[src/include/addr_high_io_pkg.sv]
// constants for the upper-address-byte i/o port
// assumes a 32-bit avalon-mm register bus with word addresses in bytes
package addr_high_io_pkg;
    // register indices; the byte address is four times the index
    localparam logic [15:0] IDX_PULLUP = 16'hffad;
    localparam logic [15:0] IDX_DIR = 16'hffb1;
    localparam logic [15:0] IDX_LATCH = 16'hffb3;
    localparam logic [17:0] ADR_PULLUP = {IDX_PULLUP, 2'b00};
    localparam logic [17:0] ADR_DIR = {IDX_DIR, 2'b00};
    localparam logic [17:0] ADR_LATCH = {IDX_LATCH, 2'b00};
    localparam int ADDR_W = 18;
    localparam int PORT_W = 8;
    // reset values
    localparam logic [7:0] RST_ZERO = 8'h00;
    localparam logic [7:0] DIR_MODE1 = 8'hff;
    // operating mode codes
    localparam logic [1:0] MODE_EXP_NOROM = 2'h1;
    localparam logic [1:0] MODE_EXP_ROM = 2'h2;
    localparam logic [1:0] MODE_SINGLE = 2'h3;
    // bus answer state machine
    typedef enum logic [1:0] {
        BUS_IDLE = 2'b00,
        BUS_DONE = 2'b01
    } bus_state_t;
endpackage

[src/verilog/addr_high_io_port.sv]
// upper address byte / general purpose i/o port with avalon-mm registers
// assumes mode pins and standby inputs are asynchronous levels from the chip
// Operation
// - direction bit one means output pin
// - data read: latch for outputs, pin otherwise
// - pull-up on when enabled and input
// - mode 1: address out, direction forced ones
// - mode 2: input or address per bit
// - mode 3: plain general-purpose i/o
// - reset clears all three registers
// - mode 1 direction set to 0xff once mode 1 is seen after reset
// - hardware standby: tristate, clear registers except mode 1 direction
// - software standby: hold, address pins low
// - pull-ups only in modes 2, 3
//
// The Avalon-MM slave port was left to the implementer.
`timescale 1ns/1ns
module addr_high_io_port
    import addr_high_io_pkg::*;
(
    input wire logic ref_clk,
    input wire logic sys_rst,
    input wire logic clk_en,
    input wire logic [1:0] mode_sel,
    input wire logic hw_standby,
    input wire logic sw_standby,
    input wire logic [7:0] addr_high,
    input wire logic [ADDR_W-1:0] avs_address,
    input wire logic avs_read,
    input wire logic avs_write,
    input wire logic [3:0] avs_byteenable,
    input wire logic [31:0] avs_writedata,
    output logic [31:0] avs_readdata,
    output logic avs_waitrequest,
    input wire logic [7:0] pin_in,
    output logic [7:0] pin_out,
    output logic [7:0] pin_oe,
    output logic [7:0] pin_pullup
);

    logic [1:0] mode_s1_r;
    logic [1:0] mode_r;
    logic hws_s1_r;
    logic hws_r;
    logic sws_s1_r;
    logic sws_r;
    logic [7:0] pin_s1_r;
    logic [7:0] pin_r;
    logic rst_done_r;
    logic [7:0] pin_direction_select_r;
    logic [7:0] pin_output_latch_r;
    logic [7:0] pin_pullup_enable_r;
    bus_state_t bus_state_r;
    logic req;
    logic wr_take;
    logic mode1;
    logic [7:0] addr_use;
    logic [7:0] pin_out_nxt;
    logic [7:0] pin_oe_nxt;
    logic [7:0] pin_pullup_nxt;
    logic [7:0] read_port;
    logic [31:0] rdata_nxt;
    logic take;
    logic wr_dir;
    logic wr_latch;
    logic wr_pullup;

    // mode pins: two-stage synchroniser
    always_ff @(posedge ref_clk or posedge sys_rst)
    begin
        if (sys_rst)
        begin
            mode_s1_r <= MODE_SINGLE;
            mode_r <= MODE_SINGLE;
        end
        else if (clk_en)
        begin
            mode_s1_r <= mode_sel;
            mode_r <= mode_s1_r;
        end
    end

    // hardware standby level: two-stage synchroniser
    always_ff @(posedge ref_clk or posedge sys_rst)
    begin
        if (sys_rst)
        begin
            hws_s1_r <= 1'b0;
            hws_r <= 1'b0;
        end
        else if (clk_en)
        begin
            hws_s1_r <= hw_standby;
            hws_r <= hws_s1_r;
        end
    end

    // software standby level: two-stage synchroniser
    always_ff @(posedge ref_clk or posedge sys_rst)
    begin
        if (sys_rst)
        begin
            sws_s1_r <= 1'b0;
            sws_r <= 1'b0;
        end
        else if (clk_en)
        begin
            sws_s1_r <= sw_standby;
            sws_r <= sws_s1_r;
        end
    end

    // pin levels: two-stage synchroniser, first stage read only here
    always_ff @(posedge ref_clk or posedge sys_rst)
    begin
        if (sys_rst)
        begin
            pin_s1_r <= RST_ZERO;
            pin_r <= RST_ZERO;
        end
        else if (clk_en)
        begin
            pin_s1_r <= pin_in;
            pin_r <= pin_s1_r;
        end
    end

    assign mode1 = (mode_r == MODE_EXP_NOROM);
    assign req = avs_read | avs_write;
    // a write lands on the answering edge only
    assign wr_take = avs_write && (bus_state_r == BUS_DONE) && avs_byteenable[0];
    // a request is taken while the answer machine is idle
    assign take = req && (bus_state_r == BUS_IDLE);
    // direction writes ignored in mode 1
    assign wr_dir = wr_take && (avs_address == ADR_DIR) && !mode1;
    // write strobes for the other two registers
    assign wr_latch = wr_take && (avs_address == ADR_LATCH);
    assign wr_pullup = wr_take && (avs_address == ADR_PULLUP);

    // goes high on the first enabled edge after reset release and stays high
    always_ff @(posedge ref_clk or posedge sys_rst)
    begin
        if (sys_rst)
            rst_done_r <= 1'b0;
        else if (clk_en)
            rst_done_r <= 1'b1;
    end

    // direction register
    always_ff @(posedge ref_clk or posedge sys_rst)
    begin
        if (sys_rst)
            pin_direction_select_r <= RST_ZERO;
        else if (clk_en)
        begin
            if (mode1 && rst_done_r)
                pin_direction_select_r <= DIR_MODE1;
            else if (hws_r)
                pin_direction_select_r <= RST_ZERO;
            else if (wr_dir)
                pin_direction_select_r <= avs_writedata[7:0];
        end
    end

    // data latch register
    always_ff @(posedge ref_clk or posedge sys_rst)
    begin
        if (sys_rst)
            pin_output_latch_r <= RST_ZERO;
        else if (clk_en)
        begin
            if (hws_r)
                pin_output_latch_r <= RST_ZERO;
            else if (wr_latch)
                pin_output_latch_r <= avs_writedata[7:0];
        end
    end

    // pull-up enable register
    always_ff @(posedge ref_clk or posedge sys_rst)
    begin
        if (sys_rst)
            pin_pullup_enable_r <= RST_ZERO;
        else if (clk_en)
        begin
            if (hws_r)
                pin_pullup_enable_r <= RST_ZERO;
            else if (wr_pullup)
                pin_pullup_enable_r <= avs_writedata[7:0];
        end
    end

    assign addr_use = sws_r ? RST_ZERO : addr_high;

    // per-pin drive, enable and pull-up
    genvar gi;
    generate
        for (gi = 0; gi < PORT_W; gi++)
        begin : g_pin
            always_comb
            begin
                pin_out_nxt[gi] = 1'b0;
                pin_oe_nxt[gi] = 1'b0;
                pin_pullup_nxt[gi] = 1'b0;
                if (hws_r)
                begin
                    pin_oe_nxt[gi] = 1'b0;
                end
                else
                begin
                    case (mode_r)
                        MODE_EXP_NOROM:
                        begin
                            pin_oe_nxt[gi] = 1'b1;
                            pin_out_nxt[gi] = addr_use[gi];
                        end
                        MODE_EXP_ROM:
                        begin
                            pin_oe_nxt[gi] = pin_direction_select_r[gi];
                            pin_out_nxt[gi] = addr_use[gi];
                        end
                        default:
                        begin
                            pin_oe_nxt[gi] = pin_direction_select_r[gi];
                            pin_out_nxt[gi] = pin_output_latch_r[gi];
                        end
                    endcase
                    pin_pullup_nxt[gi] = !mode1 && pin_pullup_enable_r[gi]
                        && !pin_direction_select_r[gi];
                end
            end
        end
    endgenerate

    // registered pin drive value
    always_ff @(posedge ref_clk or posedge sys_rst)
    begin
        if (sys_rst)
            pin_out <= RST_ZERO;
        else if (clk_en)
            pin_out <= pin_out_nxt;
    end

    // registered output enables, all off in reset
    always_ff @(posedge ref_clk or posedge sys_rst)
    begin
        if (sys_rst)
            pin_oe <= RST_ZERO;
        else if (clk_en)
            pin_oe <= pin_oe_nxt;
    end

    // registered pull-up controls, all off in reset
    always_ff @(posedge ref_clk or posedge sys_rst)
    begin
        if (sys_rst)
            pin_pullup <= RST_ZERO;
        else if (clk_en)
            pin_pullup <= pin_pullup_nxt;
    end

    // latch for outputs, pin for inputs
    assign read_port = (pin_direction_select_r & pin_output_latch_r)
        | (~pin_direction_select_r & pin_r);

    // read mux; direction reads zero, unmapped reads zero
    always_comb
    begin
        rdata_nxt = 32'h0000_0000;
        case (avs_address)
            ADR_LATCH:
                rdata_nxt = {24'h00_0000, read_port};
            ADR_PULLUP:
                rdata_nxt = {24'h00_0000, pin_pullup_enable_r};
            default:
                rdata_nxt = 32'h0000_0000;
        endcase
    end

    // read data captured as the request is taken
    always_ff @(posedge ref_clk or posedge sys_rst)
    begin
        if (sys_rst)
            avs_readdata <= 32'h0000_0000;
        else if (clk_en && take)
            avs_readdata <= rdata_nxt;
    end

    // waitrequest drops for the answer cycle only
    always_ff @(posedge ref_clk or posedge sys_rst)
    begin
        if (sys_rst)
            avs_waitrequest <= 1'b1;
        else if (clk_en)
        begin
            if (take)
                avs_waitrequest <= 1'b0;
            else
                avs_waitrequest <= 1'b1;
        end
    end

    // bus answer state: one idle cycle between answers
    always_ff @(posedge ref_clk or posedge sys_rst)
    begin
        if (sys_rst)
            bus_state_r <= BUS_IDLE;
        else if (clk_en)
        begin
            case (bus_state_r)
                BUS_IDLE:
                begin
                    if (req)
                        bus_state_r <= BUS_DONE;
                end
                BUS_DONE:
                begin
                    bus_state_r <= BUS_IDLE;
                end
                default:
                begin
                    bus_state_r <= BUS_IDLE;
                end
            endcase
        end
    end

endmodule

[config.mk]
export PLATFORM = sky130hd
export DESIGN_NAME = addr_high_io_port
export DESIGN_NICKNAME = d
export VERILOG_FILES = /design/src/include/addr_high_io_pkg.sv /design/src/verilog/addr_high_io_port.sv
export SDC_FILE = /design/constraint.sdc
export NUM_CORES = 1
export LEC_CHECK = 0
export ABC_CLOCK_PERIOD_IN_PS = 3100
export CELL_PAD_IN_SITES_DETAIL_PLACEMENT = 0
export CELL_PAD_IN_SITES_GLOBAL_PLACEMENT = 1
export CORE_MARGIN = 5
export CORE_UTILIZATION = 48
export CTS_BUF_LIST = sky130_fd_sc_hd__clkbuf_4 sky130_fd_sc_hd__clkbuf_8 sky130_fd_sc_hd__clkbuf_16
export CTS_CLUSTER_DIAMETER = 50
export DETAILED_ROUTE_END_ITERATION = 12
export DONT_BUFFER_PORTS = 1
export GPL_ROUTABILITY_DRIVEN = 0
export GPL_TIMING_DRIVEN = 0
export PLACE_DENSITY_LB_ADDON = 0.15
export SYNTH_ARGS = -nofsm -noshare
export SYNTH_HDL_FRONTEND = slang
export SYNTH_SLANG_ARGS = --single-unit
[constraint.sdc]
create_clock -name ref_clk -period 3.1 [get_ports ref_clk]
set_input_delay 0.31 -clock ref_clk [delete_from_list [all_inputs] [get_ports ref_clk]]
set_output_delay 0.31 -clock ref_clk [all_outputs]
set_load 0.03 [all_outputs]
==> results of run 1 <==
## kinds of logic (layout without fill, tap and decap cells)
| family | after synthesis | in the layout | share of synthesized area [%] |
|---|---|---|---|
| adder cells (fa/ha/maj) | 1 | 1 | 0.325 |
| AO/OA/AOI/OAI | 106 | 106 | 20.4 |
| flip-flops | 83 | 83 | 54.1 |
| AND/OR/NAND/NOR | 54 | 54 | 8.42 |
| multiplexers | 30 | 30 | 8.51 |
| other | 1 | 24 | 0.0974 |
| buffers and inverters | 53 | 71 | 8.12 |
## cell usage after synthesis, types with 5 or more instances
cell type / n / share of area, %
mux2i_1: 8 / 2.1
o21ai_1: 11 / 1.4
dfrtp_1: 78 / 51
a21boi_0: 7 / 1.4
nand3_1: 10 / 1.3
nor2_1: 12 / 1.2
o31ai_1: 8 / 1.6
dfstp_2: 5 / 3.4
clkbuf_1: 17 / 1.7
o2bb2ai_1: 29 / 6.6
mux2_2: 22 / 6.4
buf_4: 24 / 4.7
o21ai_0: 8 / 1.0
nand2_1: 14 / 1.4
a22oi_1: 34 / 6.6
inv_1: 7 / 0.68
## how the worst max path moves through the flow
| stage | slack (ns) | start | end |
|---|---|---|---|
| after floorplan | 0.66 | sys_rst | avs_readdata[0] |
| final | 1.13 | mode_r[1] | pin_pullup[0] |
| after global placement | -0.23 | sys_rst | pin_direction_select_r[4] |
| after global routing | 0.96 | mode_r[1] | pin_pullup[1] |
| after detailed placement | 0.93 | avs_address[1] | pin_output_latch_r[0] |
| after CTS | 1.11 | mode_r[1] | pin_pullup[1] |
## flip-flops by register name, indices dropped and copies added, names as in the netlist, 2 cells and up
signal and cells:
avs_readdata 8, mode_r 2, mode_s1_r 2, pin_direction_select_r 8, pin_oe 8, pin_out 8, pin_output_latch_r 8, pin_pullup 8
pin_pullup_enable_r 8, pin_r 8, pin_s1_r 8
## power breakdown
group / leakage, nW / switching [mW] / internal, mW
Clock: 0.0958 / 0.388 / 0.343
Sequential: 1.05 / 0.173 / 1.19
Combinational: 0.686 / 0.210 / 0.143
## per-stage QoR
step                cell area [um^2]  utilization (%)
floorplan                       3940                -
global placement                4060             52.3
detailed placement              4090             52.7
CTS                             4290             55.2
global route                    4290             55.2
finish                          4290             55.2
## per-layer routing
| layer | vias to the layer above | share of wire, % |
|---|---|---|
| li1 | 1242 | - |
| met2 | 86 | 50 |
| met1 | 1304 | 41 |
| met5 | - | 0 |
| met4 | 0 | 1.3 |
| met3 | 9 | 7.8 |
## final cells by class
cell class	instances	area, um^2	area share (%)
Sequential cell	83	2080	48.6
Multi-Input combinational cell	215	1540	35.9
Buffer	46	287	6.68
Clock buffer	12	159	3.70
Tap cell	102	128	2.98
Timing Repair Buffer	2	37.5	0.875
Inverter	7	28.8	0.671
Clock inverter	4	26.3	0.613
==> flow_metrics.py, run 1 <==
metrics = {
    "outcome": {
        "status": "completed",
    },
    "final_layout": {
        "drive_gt1_share_pct": 21.7,
        "layout_commonest_cell": "dfrtp_1",
        "area_growth_pct": 11.4,
        "stdcell_count": 471,
        "fill_cells": 715,
        "final_net_count": 444,
        "layout_common_cells": "dfrtp_1, a22oi_1, o2bb2ai_1",
        "num_antenna_cells": 0,
    },
    "placement": {
        "dpl.hpwl_um": 7140,
        "portBuffers": 0,
        "dp.cells": 454,
        "dpl_worst_slack_ns": 0.926,
    },
    "drt": {
        "first_pass_iters": 7,
        "drc": 0,
        "ant_nets": 0,
        "drtIter0Drc": 168,
        "vias": 2641,
        "wl_per_cell_um": 20.0,
        "vias_per_cell": 5.61,
        "wirelength_um": 9410,
    },
    "critical_path": {
        "crit_family": "simple AND/OR/NAND/NOR gates",
        "rr_worst_depth": 6,
        "crit_fanout": 10,
        "critical_path_class": "reg -> reg",
        "r2r_slack_ns": 1.13,
        "max_stage_delay_ns": 0.52,
        "crit_path_end_kind": "flop",
        "required_ns": 3.39,
        "cp_cell_sequence": "inv_1, ha_1, clkbuf_1, nor2_1, nand3_1, o2bb2ai_1",
        "reg2reg_to": "pin_pullup[0]",
        "rr_startpoint": "mode_r[1]",
        "cp-start-kind": "flop",
        "arrival_ns": 2.26,
        "crit_buf_inv": 2,
        "slowest_stage": "dfstp_2",
        "path_depth": 6,
    },
    "synthesis": {
        "yosysSeqAreaShare_pct": 54.1,
        "synthArstFlopShare_pct": 100,
        "ys_warn_count": 0,
        "syn_area_mm2": 0.00385,
        "synth-main-ff-cell": "dfrtp_1",
        "avgSynthCellArea_um2": 11.7,
        "syn_inst": 328,
        "synth-seq-cells": 83,
        "synth-edff-count": 0,
        "yosysUniqueCellTypes": 40,
    },
    "global_route": {
        "grt-busiest-layer": "met2",
        "grt_pass1_wl_um": 15300,
        "antenna_found_initial": 0,
        "grt_pass1_vias": 2762,
        "track_usage_pct": 20.2,
        "met1_usage_pct": 26.3,
        "use_met3_pct": 6.73,
        "grt-ovfl-total": 0,
        "grt_max_degree": 49,
        "grtUsageMet2_pct": 32.2,
    },
    "floorplan": {
        "dieHeight_um": 99.6,
        "start_util_pct": 49.6,
        "die_x_um": 99.6,
        "core.rowCount": 32,
        "dieArea_mm2": 0.00991,
        "core_area_mm2": 0.00777,
        "pin_count": 136,
    },
    "sta": {
        "maxSlewHeadroom_pct": 57.9,
        "setup_viol": 0,
        "fin_crit_ns": 1.97,
        "fmax_mhz": 507,
        "final-hold-violation-count": 0,
        "setup_tns_ns": 0,
        "holdWs_ns": 0.0995,
        "period_share_pct": 63.7,
        "skew_ns": 0.00604,
        "worst_pin_slew_ns": 0.628,
        "timing.final.ws_setup_ns": 1.13,
        "slew_violations": 0,
        "grt_setup_unrepaired": "no",
    },
    "job": {
        "max_cap_viol_count": 0,
    },
    "cts": {
        "cts_buffers": 9,
        "cts_sinks": 83,
        "cts_setup_buffers": 0,
        "clk_pin_slew_ns": 0.08,
        "clk-insertion-delay-late_ns": 0.35,
        "cts_max_level": 3,
        "cts_resized": 0,
        "cts_tree": "done",
        "cts_buffer_depth": 2,
        "cts_hold_buffers": 1,
        "cts_root_buffer": "clkbuf_8",
    },
    "hold_path": {
        "holdPathStages": 1,
        "holdCritPathClass": "in -> reg",
        "min_to": "pin_s1_r[4]",
        "min_from": "pin_in[4]",
    },
    "power": {
        "ir_worst_vdd_uv": 265,
        "p_total_mw": 2.45,
        "p_leak_nw": 1.83,
        "powerDensity_mw_per_mm2": 570,
    },
}
No activity file was read; power rests on OpenSTA's default activity.
==> run 2, diff against run 1 <==
Settings changed: ABC_AREA from default to 1, ABC_CLOCK_PERIOD_IN_PS 3100 to 1900, CORE_UTILIZATION 48 to 45.
Clock period 3.1 ns to 1.9 ns, I/O delays scaled along.
==> flow_metrics.py, run 2 <==
metrics = {
    "outcome": {
        "status": "completed",
    },
    "sta": {
        "fin_crit_ns": 1.76,
        "maxSlewHeadroom_pct": 62.3,
        "setup_tns_ns": 0,
        "timing.final.ws_setup_ns": 0.139,
        "holdWs_ns": 0.0503,
        "final-hold-violation-count": 0,
        "slew_violations": 0,
        "period_share_pct": 92.7,
        "grt_setup_unrepaired": "no",
        "skew_ns": 0.00784,
        "worst_pin_slew_ns": 0.564,
        "setup_viol": 0,
        "fmax_mhz": 568,
    },
    "drt": {
        "vias_per_cell": 4.91,
        "wl_per_cell_um": 15.0,
        "ant_nets": 0,
        "first_pass_iters": 4,
        "drc": 0,
        "drtIter0Drc": 124,
        "wirelength_um": 9810,
        "vias": 3218,
    },
    "synthesis": {
        "synth_top_area_cell": "dfrtp_1",
        "synth.most_common_cell": "nand2_1",
        "avgSynthCellArea_um2": 8.09,
        "synthAdderAreaFrac_pct": 0.314,
        "synthXorXnorAreaFrac_pct": 0,
        "yosysUniqueCellTypes": 25,
        "syn_inst": 492,
        "netlist.area_leader.share_pct": 49.0,
        "ys_warn_count": 0,
        "synth-edff-count": 0,
        "synth-simple-area-share_pct": 30.4,
        "ys_top_cells_by_area": "dfrtp_1, nand2_1, nand3_1",
        "synth-main-ff-cell": "dfrtp_1",
        "synth_common_cells": "nand2_1, dfrtp_1, nand3_1, o21ai_0, inv_1",
        "synth-compound-area-share_pct": 7.07,
        "yosysSeqAreaShare_pct": 52.3,
        "synthArstFlopShare_pct": 100,
        "synthMuxAreaShare_pct": 0,
        "synth-seq-cells": 83,
        "synth_top_family_by_area": "simple AND/OR/NAND/NOR gates",
        "syn_area_mm2": 0.00398,
    },
    "global_route": {
        "antenna_found_initial": 0,
        "grt_max_degree": 38,
        "grt-ovfl-total": 0,
        "track_usage_pct": 19.1,
        "grt_pass1_vias": 3215,
        "grt_pass1_wl_um": 16400,
    },
    "critical_path": {
        "required_ns": 2.15,
        "crit_fanout": 10,
        "arrival_ns": 2.01,
        "cp-start-kind": "flop",
        "critical_path_class": "reg -> reg",
        "crit_path_end_kind": "flop",
    },
    "final_layout": {
        "num_antenna_cells": 0,
        "layout_commonest_cell": "nand2_1",
        "stdcell_count": 656,
        "fill_cells": 884,
        "fin_util_pct": 52.9,
        "layout_common_cells": "nand2_1, dfrtp_1, nand3_1",
        "drive_gt1_share_pct": 14.4,
        "fin_area_mm2": 0.00459,
        "final_net_count": 623,
        "area_growth_pct": 15.2,
        "register_area_mm2": 0.00208,
        "multiInputGateArea_mm2": 0.00160,
    },
    "cts": {
        "cts_buffers": 9,
        "cts_sinks": 83,
        "cts_root_buffer": "clkbuf_8",
        "cts_buffer_depth": 2,
        "clk_pin_slew_ns": 0.08,
        "clk-insertion-delay-late_ns": 0.35,
        "cts_tree": "done",
        "cts_max_level": 3,
    },
    "placement": {
        "dpl_worst_slack_ns": 0.0426,
        "dpl_cell_area_mm2": 0.00425,
        "portBuffers": 0,
        "dpl.hpwl_um": 7530,
        "dp.cells": 625,
    },
    "power": {
        "internal_power_mw": 2.91,
        "ir_worst_vdd_uv": 342,
        "clock_power_share_pct": 26.7,
        "p_total_mw": 4.46,
        "seq_power_share_pct": 55.4,
        "combPwrFrac_pct": 17.8,
        "p_leak_nw": 2.43,
        "powerDensity_mw_per_mm2": 971,
        "p_sw_share_pct": 34.6,
        "net-switching-power_mw": 1.54,
    },
    "floorplan": {
        "dieHeight_um": 104,
        "die_x_um": 104,
        "pin_count": 136,
        "core.rowCount": 34,
        "dieArea_mm2": 0.0108,
        "core_area_mm2": 0.00868,
        "start_util_pct": 45.9,
    },
    "job": {
        "max_cap_viol_count": 0,
    },
    "hold_path": {
        "holdCritPathClass": "in -> reg",
    },
}
## run 2: changes by cell type in the layout (fill, tap and decap cells not counted), moves of 22 or more
cell / delta
o2bb2ai_1: -29
o21ai_0: +32
nand3_1: +34
a22oi_1: -26
mux2_2: -22
nand2_1: +185
## run 2: path summary, 6_finish.rpt
check | from | end | slack [ns] | cells past startpoint
min in group asynchronous | sys_rst | pin_oe[0] | 0.37 | 2
max in group asynchronous | sys_rst | pin_pullup_enable_r[4] | 0.77 | 4
worst max register to register | mode_r[1] | pin_direction_select_r[2] | 0.14 | 8
worst max-delay path | mode_r[1] | pin_direction_select_r[2] | 0.14 | 8
worst min-delay path | addr_high[4] | pin_out[4] | 0.05 | 2
worst min register to register | mode_s1_r[1] | mode_s1_r[1] | 0.47 | 2
## run 2: kinds of logic after synthesis
| kind of cell | Yosys count |
|---|---|
| and+or+nand+nor | 283 |
| buffers and inverters | 74 |
| other | 1 |
| adders and majority gates | 1 |
| DFF | 83 |
| AOI/OAI and AO/OA | 50 |
## run 2: power by group through the flow
stage / sequential (mW) / clock [mW] / combinational [mW]
finish: 2.47 / 1.19 / 0.795
global route: 2.51 / 1.32 / 0.920
CTS: 2.47 / 1.23 / 0.793
detailed placement: 2.50 / 0 / 0.769
global placement: 2.50 / 0 / 0.740
floorplan: 2.43 / 0 / 0.596
## run 2: final cells by class
class	instances	share of cell area, %
plain buffers	41	5.81
inverters	33	2.78
flip-flops and latches	83	45.4
clock inverters	2	0.273
well taps	108	2.95
repair buffers	17	4.20
clock buffers	14	3.79
multi-input cells	358	34.8
## run 2: routing by layer
layer,GRT usage [%],part of all wire (%),vias to the layer above
li1,-,-,1620
met1,25.1,43,1502
met2,30.4,49,79
met3,5.15,6.0,17
met4,6.75,2.5,0
met5,0,0,-
## run 2: worst max-delay path: stages (launching register included)
cell and delay [ns]:
dfstp_2 0.52, inv_1 0.04, ha_1 0.23, buf_4 0.20, a21oi_1 0.25, o21ai_4 0.13, buf_4 0.17, nand3_1 0.06
nand2_1 0.05
## run 2: repair_timing
| action | in CTS | in global routing |
|---|---|---|
| setup endpoints to repair | 0 | 16 |
| resized for setup | 0 | 1 |
| hold endpoints to repair | 35 | 0 |
| setup buffers | 0 | 2 |
| hold buffers | 13 | 0 |
==> run 3, diff against run 2 <==
Settings changed: ABC_CLOCK_PERIOD_IN_PS 1900 to 1850.
Clock period 1.9 ns to 1.85 ns, I/O delays scaled along.
==> flow_metrics.py, run 3 (synthesis results as in run 2) <==
metrics = {
    "drt": {
        "vias_per_cell": 4.90,
        "wirelength_um": 9820,
        "wl_per_cell_um": 15.0,
        "drc": 0,
        "first_pass_iters": 4,
        "drtIter0Drc": 132,
        "ant_nets": 0,
        "vias": 3214,
    },
    "critical_path": {
        "required_ns": 2.07,
        "crit_path_end_kind": "flop",
        "crit_start": "mode_r[1]",
        "arrival_ns": 1.90,
        "reg2reg_to": "pin_out[0]",
        "critical_path_class": "reg -> reg",
        "r2r_slack_ns": 0.18,
        "rr_startpoint": "mode_r[1]",
        "slowest_stage": "dfstp_2",
        "cp-start-kind": "flop",
        "cp_cell_sequence": "inv_1, ha_1, clkbuf_1, nor2_4, a22oi_1, o21ai_0",
        "max_stage_delay_ns": 0.52,
        "rr_worst_depth": 6,
        "crit_fanout": 9,
    },
    "hold_path": {
        "holdPathStages": 2,
        "min_to": "pin_out[4]",
        "holdCritPathClass": "in -> reg",
        "min_from": "addr_high[4]",
    },
    "global_route": {
        "antenna_found_initial": 0,
        "grt_max_degree": 38,
        "track_usage_pct": 19.1,
        "grt_pass1_vias": 3215,
        "grt_pass1_wl_um": 16400,
        "grt-ovfl-total": 0,
    },
    "final_layout": {
        "stdcell_count": 656,
        "fin_area_mm2": 0.00460,
        "drive_gt1_share_pct": 14.6,
        "layout_commonest_cell": "nand2_1",
        "area_growth_pct": 15.5,
        "final_net_count": 623,
        "num_antenna_cells": 0,
        "register_area_mm2": 0.00208,
        "multiInputGateArea_mm2": 0.00161,
        "layout_common_cells": "nand2_1, dfrtp_1, nand3_1",
        "fill_cells": 885,
    },
    "power": {
        "seq_power_share_pct": 55.3,
        "net-switching-power_mw": 1.59,
        "ir_worst_vdd_uv": 351,
        "powerDensity_mw_per_mm2": 997,
        "clock_power_share_pct": 26.7,
        "p_leak_nw": 2.43,
        "internal_power_mw": 3.00,
        "combPwrFrac_pct": 17.9,
        "p_sw_share_pct": 34.6,
    },
    "sta": {
        "fmax_mhz": 598,
        "final-hold-violation-count": 0,
        "maxSlewHeadroom_pct": 62.7,
        "slew_violations": 0,
        "worst_pin_slew_ns": 0.559,
        "skew_ns": 0.00712,
        "period_share_pct": 90.4,
        "timing.final.ws_setup_ns": 0.178,
        "holdWs_ns": 0.0428,
        "fin_crit_ns": 1.67,
        "setup_tns_ns": 0,
        "grt_setup_unrepaired": "no",
        "setup_viol": 0,
    },
    "floorplan": {
        "dieHeight_um": 104,
        "die_x_um": 104,
        "pin_count": 136,
        "start_util_pct": 45.9,
        "core.rowCount": 34,
        "dieArea_mm2": 0.0108,
        "core_area_mm2": 0.00868,
    },
    "cts": {
        "clk_pin_slew_ns": 0.08,
        "cts_max_level": 3,
        "cts_sinks": 83,
        "cts_buffers": 9,
        "cts_buffer_depth": 2,
        "clk-insertion-delay-late_ns": 0.35,
        "cts_tree": "done",
        "cts_root_buffer": "clkbuf_8",
    },
    "outcome": {
        "status": "completed",
    },
    "placement": {
        "dpl.hpwl_um": 7530,
        "dpl_cell_area_mm2": 0.00425,
        "dpl_worst_slack_ns": -0.00735,
        "dp.cells": 625,
        "portBuffers": 0,
    },
    "job": {
        "max_cap_viol_count": 0,
    },
}
run 3: power groups by stage:
| stage | logic [mW] | clock network (mW) | registers, mW |
|---|---|---|---|
| after global routing | 0.949 | 1.35 | 2.58 |
| after detailed placement | 0.790 | 0 | 2.57 |
| final | 0.821 | 1.23 | 2.53 |
| after CTS | 0.814 | 1.27 | 2.54 |
| after global placement | 0.760 | 0 | 2.57 |
| after floorplan | 0.612 | 0 | 2.49 |
run 3: metrics by stage:
| stage | total power [mW] | utilization, % |
|---|---|---|
| 6_report | 4.58 | 53.0 |
| 5_1_grt | 4.88 | 53.0 |
| 4_1_cts | 4.62 | 52.7 |
| 3_5_place_dp | 3.36 | 49.0 |
| 3_3_place_gp | 3.33 | 48.5 |
| 2_1_floorplan | 3.10 | - |
run 3: worst max path at each step:
stage                                           end  slack [ns]  depth (start not counted)
final                                    pin_out[0]        0.18                          6
after global routing                     pin_out[1]        0.03                          6
after CTS                                pin_out[3]       0.008                          6
after detailed placement                 pin_out[3]      -0.007                          6
after global placement    pin_direction_select_r[0]        0.05                          8
after floorplan                          pin_out[0]        0.26                          6
run 3: area by class of cell:
class | instances | share of cell area [%]
Inverter | 33 | 2.78
Multi-Input combinational cell | 358 | 34.9
Timing Repair Buffer | 17 | 4.19
Clock buffer | 14 | 3.78
Clock inverter | 2 | 0.272
Sequential cell | 83 | 45.3
Buffer | 41 | 5.80
Tap cell | 108 | 2.94
run 3: timing repair:
item | CTS | global route
gates resized for setup | 0 | 3
hold buffers | 13 | 0
setup buffers | 0 | 2
setup endpoints to repair | 0 | 16
endpoints found under the hold margin | 35 | 0
run 3: worst max-delay path, delay by kind of cell, from the launching register on:
kind            cells  cell delay (ns)
flops               1             0.52
buf+inv             2             0.40
fa+ha+maj           1             0.26
compound gates      2             0.26
simple gates        1             0.11
run 3: layer usage:
layer	share of wire, %	up-vias	track usage (%)
met5	0	-	0
met4	2.6	0	6.75
met3	6.5	18	5.15
met2	49	85	30.4
met1	42	1490	25.1
li1	-	1621	-
